## config.mk

```make
export PLATFORM = sky130hd
export DESIGN_NAME = lisir_line_regs
export DESIGN_NICKNAME = d
export VERILOG_FILES = /design/src/hw/lisir_pkg.sv /design/src/hw/lisir_line_regs.sv
export VERILOG_INCLUDE_DIRS = /design/src /design/src/hw
export SDC_FILE = /design/constraint.sdc
export NUM_CORES = 1
export LEC_CHECK = 0
export BUFFER_PORTS_ARGS = -buffer_cell sky130_fd_sc_hd__buf_2
export CAP_MARGIN = 20
export CORE_ASPECT_RATIO = 0.5
export CORE_MARGIN = 2
export CORE_UTILIZATION = 50
export CTS_CLUSTER_SIZE = 12
export DETAILED_ROUTE_END_ITERATION = 16
export PLACE_DENSITY = 0.72
export RECOVER_POWER = 50
export SLEW_MARGIN = 20
export SYNTH_ARGS = -nofsm -noshare
export SYNTH_HDL_FRONTEND = slang
export SYNTH_SLANG_ARGS = --single-unit
```

## constraint.sdc

```tcl
create_clock -name clk -period 2.6 [get_ports clk]
set_input_delay 0.13 -clock clk [delete_from_list [all_inputs] [get_ports clk]]
set_output_delay 0.13 -clock clk [all_outputs]
set_load 0.05 [all_outputs]
```

## src/hw/lisir_regs.svh

```systemverilog
// Purpose: Register offsets, field positions and reset values of the line status bank
// Assumes: Byte-wide registers at their printed port-relative offsets
// Notes:   Definitions only
`ifndef LISIR_REGS_SVH
`define LISIR_REGS_SVH

// ---------------------------------------------------------------
// Offsets
// ---------------------------------------------------------------
`define LISIR_OFS_TX_RX_CTL     16'h1000
`define LISIR_OFS_BUILDOUT      16'h1001
`define LISIR_OFS_MAINT_CTL     16'h1002
`define LISIR_OFS_RT_STATUS     16'h1003
`define LISIR_OFS_IRQ_MASK      16'h1004
`define LISIR_OFS_EVENTS        16'h1005
`define LISIR_OFS_RX_LEVEL      16'h1006
`define LISIR_OFS_RX_TERM       16'h1007
`define LISIR_OFS_EQ_LIMIT      16'h1009

// ---------------------------------------------------------------
// Field positions
// ---------------------------------------------------------------
`define LISIR_BIT_TX_PD         2
`define LISIR_BIT_RX_PD         1
`define LISIR_BIT_TX_DRIVE      0
`define LISIR_BIT_PROTECT       6
`define LISIR_BIT_T1_MODE       1
`define LISIR_BIT_REXT_ON       7
`define LISIR_BIT_RIMP_ON       6
`define LISIR_BIT_SHORT_HAUL    7
`define LISIR_LEVEL_LSB         4
`define LISIR_CLR_BASE          4
`define LISIR_CSU_FIRST         3'h5

// ---------------------------------------------------------------
// Reset values
// ---------------------------------------------------------------
`define LISIR_RST_BYTE          8'h00

`endif

```

## src/hw/lisir_pkg.sv

```systemverilog
// Purpose: Types shared by the line status register bank
// Assumes: Byte-wide register data
// Notes:   Types only; constants live in lisir_regs.svh
package lisir_pkg;

  // Register data byte
  typedef logic [7:0] lisir_byte_t;

  // Line conditions watched for events, in event bit order
  typedef enum logic [1:0] {
    LISIR_COND_LOSS,
    LISIR_COND_TX_SHORT,
    LISIR_COND_TX_OPEN,
    LISIR_COND_JA_TRIP
  } lisir_cond_t;

endpackage : lisir_pkg

```

## src/hw/lisir_line_regs.sv

```systemverilog
// Purpose: Per-port line interface control, status and latched event registers
// Assumes: Detector levels and the transmit enable pin are asynchronous to clk
// Notes:   Read data appear in the cycle after the read strobe
//
// Strobed register access is this design's own decision.
`timescale 1ns/1ns
`include "lisir_regs.svh"

module lisir_line_regs #(
  parameter int ADDR_W = 16
) (
  // Clock and reset
  input  wire logic                clk,
  input  wire logic                reset,
  // Register port
  input  wire logic [ADDR_W-1:0]   addr,
  input  wire logic [7:0]          wrData,
  input  wire logic                wrStrobe,
  input  wire logic                rdStrobe,
  output logic [7:0]               rdData,
  // Asynchronous detector levels
  input  wire logic                rxLossIn,
  input  wire logic                rxShortIn,
  input  wire logic                txShortIn,
  input  wire logic                txOpenIn,
  input  wire logic                eqOverIn,
  input  wire logic                eqUnderIn,
  input  wire logic                jaTripIn,
  input  wire logic [3:0]          rxLevelIn,
  // External transmit enable pin
  input  wire logic                txOutputEnablePin,
  // Analog line controls
  output logic                     txPowerDown,
  output logic                     rxPowerDown,
  output logic                     txLineDriveEn,
  output logic                     rxExtResConnect,
  output logic                     rxIntMatchOn,
  output logic                     rxHighZ,
  output logic [2:0]               rxImpedanceSel,
  output logic                     rxImpReserved,
  // Interrupt request
  output logic                     irq
);

  // ---------------------------------------------------------------
  // Address decode
  // ---------------------------------------------------------------

  // Match the port address against one register offset
  function automatic logic addrIs(input logic [ADDR_W-1:0] a, input logic [15:0] ofs);
    addrIs = (a == ADDR_W'(ofs));
  endfunction : addrIs

  wire logic selTxRxCtl  = addrIs(addr, `LISIR_OFS_TX_RX_CTL);
  wire logic selBuildout = addrIs(addr, `LISIR_OFS_BUILDOUT);
  wire logic selMaint    = addrIs(addr, `LISIR_OFS_MAINT_CTL);
  wire logic selStatus   = addrIs(addr, `LISIR_OFS_RT_STATUS);
  wire logic selMask     = addrIs(addr, `LISIR_OFS_IRQ_MASK);
  wire logic selEvents   = addrIs(addr, `LISIR_OFS_EVENTS);
  wire logic selLevel    = addrIs(addr, `LISIR_OFS_RX_LEVEL);
  wire logic selTerm     = addrIs(addr, `LISIR_OFS_RX_TERM);
  wire logic selEqLimit  = addrIs(addr, `LISIR_OFS_EQ_LIMIT);

  // ---------------------------------------------------------------
  // Input synchronisers
  // ---------------------------------------------------------------

  localparam int SYNC_W = 12;

  logic [SYNC_W-1:0] syncStage1_reg;
  logic [SYNC_W-1:0] syncStage2_reg;
  wire  logic [SYNC_W-1:0] syncRaw = {txOutputEnablePin, rxLevelIn, jaTripIn, eqUnderIn,
                                      eqOverIn, txOpenIn, txShortIn, rxShortIn, rxLossIn};

  // Two flip-flops on every asynchronous level
  always_ff @(posedge clk or posedge reset) begin
    if (reset) begin
      syncStage1_reg <= '0;
      syncStage2_reg <= '0;
    end else begin
      syncStage1_reg <= syncRaw;
      syncStage2_reg <= syncStage1_reg;
    end
  end

  wire logic       lossNow   = syncStage2_reg[0];
  wire logic       rxShortNow = syncStage2_reg[1];
  wire logic       txShortNow = syncStage2_reg[2];
  wire logic       txOpenNow = syncStage2_reg[3];
  wire logic       eqOverNow = syncStage2_reg[4];
  wire logic       eqUnderNow = syncStage2_reg[5];
  wire logic       jaTripNow = syncStage2_reg[6];
  wire logic [3:0] levelNow  = syncStage2_reg[10:7];
  wire logic       txPinNow  = syncStage2_reg[11];

  // ---------------------------------------------------------------
  // Receive level word
  // ---------------------------------------------------------------

  logic [3:0] levelPrev_reg;
  logic [3:0] levelStable_reg;

  // The four level bits may cross in different cycles; a code is
  // taken only after two equal samples, so no torn word is reported
  always_ff @(posedge clk or posedge reset) begin
    if (reset) begin
      levelPrev_reg   <= 4'h0;
      levelStable_reg <= 4'h0;
    end else begin
      levelPrev_reg <= levelNow;
      if (levelNow == levelPrev_reg) begin
        levelStable_reg <= levelNow;
      end
    end
  end

  // ---------------------------------------------------------------
  // Control registers
  // ---------------------------------------------------------------

  lisir_pkg::lisir_byte_t txRxCtl_reg;
  lisir_pkg::lisir_byte_t buildout_reg;
  lisir_pkg::lisir_byte_t maintCtl_reg;
  lisir_pkg::lisir_byte_t irqMask_reg;
  lisir_pkg::lisir_byte_t rxTerm_reg;
  lisir_pkg::lisir_byte_t eqLimit_reg;

  // Software writes; only the implemented bits are stored
  always_ff @(posedge clk or posedge reset) begin
    if (reset) begin
      txRxCtl_reg  <= `LISIR_RST_BYTE;
      buildout_reg <= `LISIR_RST_BYTE;
      maintCtl_reg <= `LISIR_RST_BYTE;
      irqMask_reg  <= `LISIR_RST_BYTE;
      rxTerm_reg   <= `LISIR_RST_BYTE;
      eqLimit_reg  <= `LISIR_RST_BYTE;
    end else if (wrStrobe) begin
      if (selTxRxCtl) txRxCtl_reg <= wrData & 8'h42;
      if (selBuildout) buildout_reg <= wrData & 8'h07;
      if (selMaint) maintCtl_reg <= wrData & 8'h07;
      if (selMask) irqMask_reg <= wrData;
      if (selTerm) rxTerm_reg <= wrData & 8'hc7;
      if (selEqLimit) eqLimit_reg <= wrData & 8'h8f;
    end
  end

  // ---------------------------------------------------------------
  // Line control outputs
  // ---------------------------------------------------------------

  wire logic protectMode = txRxCtl_reg[`LISIR_BIT_PROTECT];
  wire logic t1Mode      = txRxCtl_reg[`LISIR_BIT_T1_MODE];
  wire logic rx_ext_res_on      = rxTerm_reg[`LISIR_BIT_REXT_ON];
  wire logic rx_int_match_on      = rxTerm_reg[`LISIR_BIT_RIMP_ON];
  wire logic [2:0] impSel = rxTerm_reg[2:0];
  wire logic protectFloat = protectMode & ~txPinNow;

  // Transmitter power and drive, pin low always floats the outputs
  assign txPowerDown   = maintCtl_reg[`LISIR_BIT_TX_PD];
  assign rxPowerDown   = maintCtl_reg[`LISIR_BIT_RX_PD];
  assign txLineDriveEn = txPinNow & maintCtl_reg[`LISIR_BIT_TX_DRIVE] & ~txPowerDown;

  // Receive termination, protection switching overrides the resistor and match enables but not the impedance select
  assign rxExtResConnect = rx_ext_res_on & ~protectFloat;
  assign rxIntMatchOn    = rx_int_match_on & ~protectFloat;
  assign rxHighZ         = (~rx_ext_res_on & ~rx_int_match_on) | protectFloat;
  assign rxImpedanceSel  = rx_int_match_on ? impSel : {1'b0, impSel[1:0]};
  assign rxImpReserved   = rx_int_match_on & impSel[2];

  // ---------------------------------------------------------------
  // Real-time status and level
  // ---------------------------------------------------------------

  wire lisir_pkg::lisir_byte_t statusNow = {2'b00, eqOverNow, eqUnderNow,
                                            rxShortNow,
                                            txShortNow,
                                            txOpenNow,
                                            lossNow};

  // Short-haul codes are limited to the gain limit code
  wire logic       shortHaul  = eqLimit_reg[`LISIR_BIT_SHORT_HAUL];
  wire logic [3:0] gainLimit  = eqLimit_reg[3:0];
  wire logic [3:0] levelCode  = (shortHaul && levelStable_reg > gainLimit) ? gainLimit :
                                levelStable_reg;
  wire lisir_pkg::lisir_byte_t levelByte = {levelCode, 4'h0};

  // ---------------------------------------------------------------
  // Latched events
  // ---------------------------------------------------------------

  logic [3:0] condPrev_reg;
  lisir_pkg::lisir_byte_t events_reg;
  lisir_pkg::lisir_byte_t events_next;
  wire  logic [3:0] condNow = {jaTripNow, txOpenNow, txShortNow, lossNow};
  wire  logic csuBuildout = t1Mode && (buildout_reg[2:0] >= `LISIR_CSU_FIRST);
  wire  logic [7:0] clearMask = (wrStrobe && selEvents) ? wrData : 8'h00;
  wire  logic [7:0] eventHit;

  // Condition edges set the detect and clear event bits
  genvar gi;
  generate
    for (gi = 0; gi < 4; gi++) begin : g_cond
      wire logic rise = condNow[gi] & ~condPrev_reg[gi];
      wire logic fall = ~condNow[gi] & condPrev_reg[gi];
      // Open and short detection is held off in the CSU build-outs
      wire logic gated = csuBuildout &&
                         (gi == int'(lisir_pkg::LISIR_COND_TX_SHORT) ||
                          gi == int'(lisir_pkg::LISIR_COND_TX_OPEN));
      assign eventHit[gi] = rise & ~gated;
      assign eventHit[gi + `LISIR_CLR_BASE] = fall;
    end
  endgenerate

  // Set wins over a write-one clear in the same cycle
  assign events_next = eventHit | (events_reg & ~clearMask);

  // Event bits and the previous condition levels
  always_ff @(posedge clk or posedge reset) begin
    if (reset) begin
      condPrev_reg <= 4'h0;
      events_reg   <= `LISIR_RST_BYTE;
    end else begin
      condPrev_reg <= condNow;
      events_reg   <= events_next;
    end
  end

  // Interrupt while any enabled event is latched
  assign irq = |(events_reg & irqMask_reg);

  // ---------------------------------------------------------------
  // Read path
  // ---------------------------------------------------------------

  // Unmapped offsets read as zero
  wire lisir_pkg::lisir_byte_t rdMux =
    selTxRxCtl  ? txRxCtl_reg  :
    selBuildout ? buildout_reg :
    selMaint    ? maintCtl_reg :
    selStatus   ? statusNow    :
    selMask     ? irqMask_reg  :
    selEvents   ? events_reg   :
    selLevel    ? levelByte    :
    selTerm     ? rxTerm_reg   :
    selEqLimit  ? eqLimit_reg  : 8'h00;

  lisir_pkg::lisir_byte_t rdData_reg;

  // Read data stand in the cycle after the strobe only
  always_ff @(posedge clk or posedge reset) begin
    if (reset) begin
      rdData_reg <= `LISIR_RST_BYTE;
    end else begin
      rdData_reg <= rdStrobe ? rdMux : 8'h00;
    end
  end

  assign rdData = rdData_reg;

  // ---------------------------------------------------------------
  // Assertions
  // ---------------------------------------------------------------

  property p_tx_pd_float;
    @(posedge clk) disable iff (reset)
      (wrStrobe && selMaint && wrData[`LISIR_BIT_TX_PD]) |=> (txPowerDown && !txLineDriveEn);
  endproperty
  a_tx_pd_float: assert property (p_tx_pd_float) else $error("tx power-down left drive on");

  property p_rx_pd;
    @(posedge clk) disable iff (reset)
      (wrStrobe && selMaint) |=> (rxPowerDown == $past(wrData[`LISIR_BIT_RX_PD]));
  endproperty
  a_rx_pd: assert property (p_rx_pd) else $error("rx power-down not taken");

  property p_pin_override;
    @(posedge clk) disable iff (reset)
      !txOutputEnablePin [*3] |-> !txLineDriveEn;
  endproperty
  a_pin_override: assert property (p_pin_override) else $error("pin low but tx driven");

  property p_status_read;
    @(posedge clk) disable iff (reset)
      (rdStrobe && selStatus) |=> (rdData[3:0] == $past({rxShortIn, txShortIn, txOpenIn,
                                                        rxLossIn}, 3));
  endproperty
  a_status_read: assert property (p_status_read) else $error("status read mismatch");

  property p_loss_set;
    @(posedge clk) disable iff (reset)
      $rose(lossNow) |=> events_reg[0] [*1];
  endproperty
  a_loss_set: assert property (p_loss_set) else $error("loss detect not latched");

  property p_loss_clear;
    @(posedge clk) disable iff (reset)
      $fell(lossNow) |=> events_reg[`LISIR_CLR_BASE];
  endproperty
  a_loss_clear: assert property (p_loss_clear) else $error("loss clear not latched");

  property p_sticky;
    @(posedge clk) disable iff (reset)
      (events_reg[7] && !(wrStrobe && selEvents && wrData[7])) |=> events_reg[7];
  endproperty
  a_sticky: assert property (p_sticky) else $error("event bit dropped");

  property p_w1c;
    @(posedge clk) disable iff (reset)
      (wrStrobe && selEvents && wrData[1] && !eventHit[1]) |=> !events_reg[1];
  endproperty
  a_w1c: assert property (p_w1c) else $error("write one did not clear");

  property p_mask_irq;
    @(posedge clk) disable iff (reset)
      (wrStrobe && selMask && (wrData & events_reg) != 8'h00 && clearMask == 8'h00) |=> irq;
  endproperty
  a_mask_irq: assert property (p_mask_irq) else $error("enabled event gave no irq");

  property p_level_limit;
    @(posedge clk) disable iff (reset)
      (rdStrobe && selLevel && shortHaul) |=> (rdData[7:4] <= $past(gainLimit));
  endproperty
  a_level_limit: assert property (p_level_limit) else $error("level above gain limit");

  property p_protect;
    @(posedge clk) disable iff (reset)
      (protectMode && !txPinNow) |-> (rxHighZ && !rxIntMatchOn && !rxExtResConnect);
  endproperty
  a_protect: assert property (p_protect) else $error("protection float missing");

  property p_csu_quiet;
    @(posedge clk) disable iff (reset)
      (csuBuildout && !events_reg[2] && !events_reg[1]) |=> (!events_reg[2] && !events_reg[1]);
  endproperty
  a_csu_quiet: assert property (p_csu_quiet) else $error("detect event in CSU build-out");

  property p_level_plain;
    @(posedge clk) disable iff (reset)
      (rdStrobe && selLevel && !shortHaul) |=> (rdData == {$past(levelStable_reg), 4'h0});
  endproperty
  a_level_plain: assert property (p_level_plain) else $error("level code read mismatch");

  property p_rx_match;
    @(posedge clk) disable iff (reset)
      !protectFloat |-> (rxIntMatchOn == rx_int_match_on && rxExtResConnect == rx_ext_res_on);
  endproperty
  a_rx_match: assert property (p_rx_match) else $error("termination not from select");

  property p_drive_bit;
    @(posedge clk) disable iff (reset)
      (txPinNow && !txPowerDown) |-> (txLineDriveEn == maintCtl_reg[`LISIR_BIT_TX_DRIVE]);
  endproperty
  a_drive_bit: assert property (p_drive_bit) else $error("drive bit not followed");

  property p_irq_off;
    @(posedge clk) disable iff (reset)
      ((events_reg & irqMask_reg) == 8'h00) |-> !irq;
  endproperty
  a_irq_off: assert property (p_irq_off) else $error("irq without enabled event");

endmodule : lisir_line_regs

```

==> metrics.txt <==
status=finished, final reports clean; WP data arrival=2.36 ns; Area Growth Syn to Fin=24.5%; FMAX=466 MHz; vias in the first global route=2268; max-slew violation count=0; clk root buf=clkbuf_16; # rows=21; PD cells=687 nW/um^2; setup bufs post-CTS=0; Worst Hold Depth=2; number of synthesized flops with an enable pin=0; layout cells sized above 1=34.2%; skew final=0.00540 ns; gr usage total=22.4%; Worst-path clk slew=0.06 ns; Final nets=387; crit path kind=reg2reg; Seq cells post-synth=78; # DRC=0; Cells after Synth=268; core box area=6600 um^2; first-pass GRT wire length=12000 um; mean post-synth cell area=12.6 um^2; TritonCTS Sinks=78; Initial Util=51.1%; Worst Path Max Fanout=4; most common cell in the synthesized netlist=dfrtp_1; post-DP HPWL=5400 um; I/O Buffers=58; top cells by count, synth=dfrtp_1, mux2_2, nand2_1; HP Class=in2reg; CTS tree=built; initial drt markers=213; sequential-to-total area share from yosys stat=57.9%; ys async rst share=100%; Final setup viols=0; total power=2890 uW; Net Count, Synth=312; nature of the critical path startpoint=register; CTS H-tree lvls=3; Final ANT Viol Nets=0; synthesized area=3370 um^2; initial antenna violation count=0; slew at the pin with the worst max-slew slack=1.01 ns; Vias/cell=5.39; Synth area leader=dfrtp_1; WL final=7560 um; Max-slew headroom=32.6%; Max Cap Violations=0; R2R depth=9; Clock Path Buffers=2; final hold vios=0; GPL Wtd Cong=0.880; Area contributors post-synth=dfrtp_1, mux2_2, mux2i_1; Synth Warn #=0; io pins=59; Remaining Overflow, GRT=0; Crit. End Element=register; multi-input logic area=1330 um^2; distinct cell type count after synthesis=44; Ant. Diodes=0; largest net degree at the start of global routing=43; fillcell total=539; Primary FF master, synth=dfrtp_1; Die Y=62.1 um; CTS Hold Bufs=13; Worst Path Required=2.82 ns; Static Leak=0.00198 uW; Setup TNS=0 ns; Routed wire per std cell=17.2 um; Gates resized, CTS repair=0; share of the synthesized area in the top cell type=57.9%; die width=120 um; Worst IR Drop VDD=0.000427 V; Storage cell area=1950 um^2; cts bufs inserted=9; fin util=63.7%; crit share post-route=82.6%; DR vias=2373; die outline area=7460 um^2; unrepaired setup endpoints after global routing=no; Initial DRT Pass Iterations=4; final critical-path required period=2.15 ns; worst skew pair latency=0.34 ns
kinds of logic after synthesis:
logic type	Yosys count	synth area share [%]
xor+xnor	4	1.04
fa+ha+maj	4	1.48
simple gates	70	12.4
buf+inv	21	2.78
mux	42	14.2
flops	78	57.9
compound gates	49	10.2
area by class of cell:
| cell class | instances | share of cell area [%] |
|---|---|---|
| flip-flops and latches | 78 | 46.5 |
| multi-input cells | 169 | 31.6 |
| repair buffers | 74 | 10.5 |
| clock buffers | 9 | 5.36 |
| well taps | 92 | 2.74 |
| clock inverters | 7 | 2.35 |
| inverters | 11 | 0.983 |
per-layer routing:
layer	track usage, %	vias to the layer above	share of wire (%)
met2	32.6	94	42
met3	8.39	10	8.4
li1	-	1121	-
met1	31.3	1148	48
met5	0	-	0
met4	7.73	0	1.2
worst max-delay path: stages, from the launching register on:
cell and delay (ns):
dfrtp_1 0.41, inv_1 0.07, ha_1 0.28, nor2b_1 0.14
o211ai_1 0.09, a21oi_1 0.14, buf_4 0.15, mux2_2 0.34
a221oi_1 0.32, nor3b_1 0.08
per-stage QoR:
stage | setup WS (ns) | instance area, um^2 | hold WS (ns) | cells
finish | 0.453 | 4200 | 0.0383 | 440
global route | 0.261 | 4200 | 0.0491 | 440
CTS | 0.475 | 4220 | 0.0335 | 440
detailed placement | 0.496 | 3760 | 0.118 | 411
global placement | 0.591 | 3760 | 0.112 | 411
floorplan | 0.475 | 3370 | 0.161 | 268
power breakdown:
| group | internal [uW] | switching (uW) |
|---|---|---|
| logic | 114 | 125 |
| registers | 1260 | 37.8 |
| clock network | 843 | 502 |
| total | 2220 | 665 |
worst paths after layout:
check | to | slack, ns | start
max | rdData[6] | 0.45 | eqLimit_reg[1]
min | irqMask_reg[4] | 0.04 | wrData[4]
max reg2reg | rdData[6] | 0.45 | eqLimit_reg[1]
min reg2reg | syncStage2_reg[4] | 0.35 | syncStage1_reg[4]
max in group asynchronous | rxTerm_reg[7] | 0.84 | reset
min in group asynchronous | syncStage1_reg[6] | 0.38 | reset
placed cells by master, fill, tap and decap left out, types with 3 or more instances in the layout:
cell type      instances
dfrtp_1               78
buf_2                 58
mux2_2                27
nand2_1               21
a21oi_1               15
dlygate4sd3_1         13
inv_1                 11
mux2i_1               10
clkbuf_16              9
nor2_1                 8
o21ai_0                7
and2_1                 6
nand2b_1               5
a22oi_1                5
mux2_4                 5
xnor2_1                4
nor3_1                 4
a22o_1                 4
o2bb2ai_1              4
ha_1                   4
nand4_1                3
or3_1                  3
o211ai_1               3
a221oi_1               3
clkinv_4               3
No activity file was read; power rests on OpenSTA's default activity.
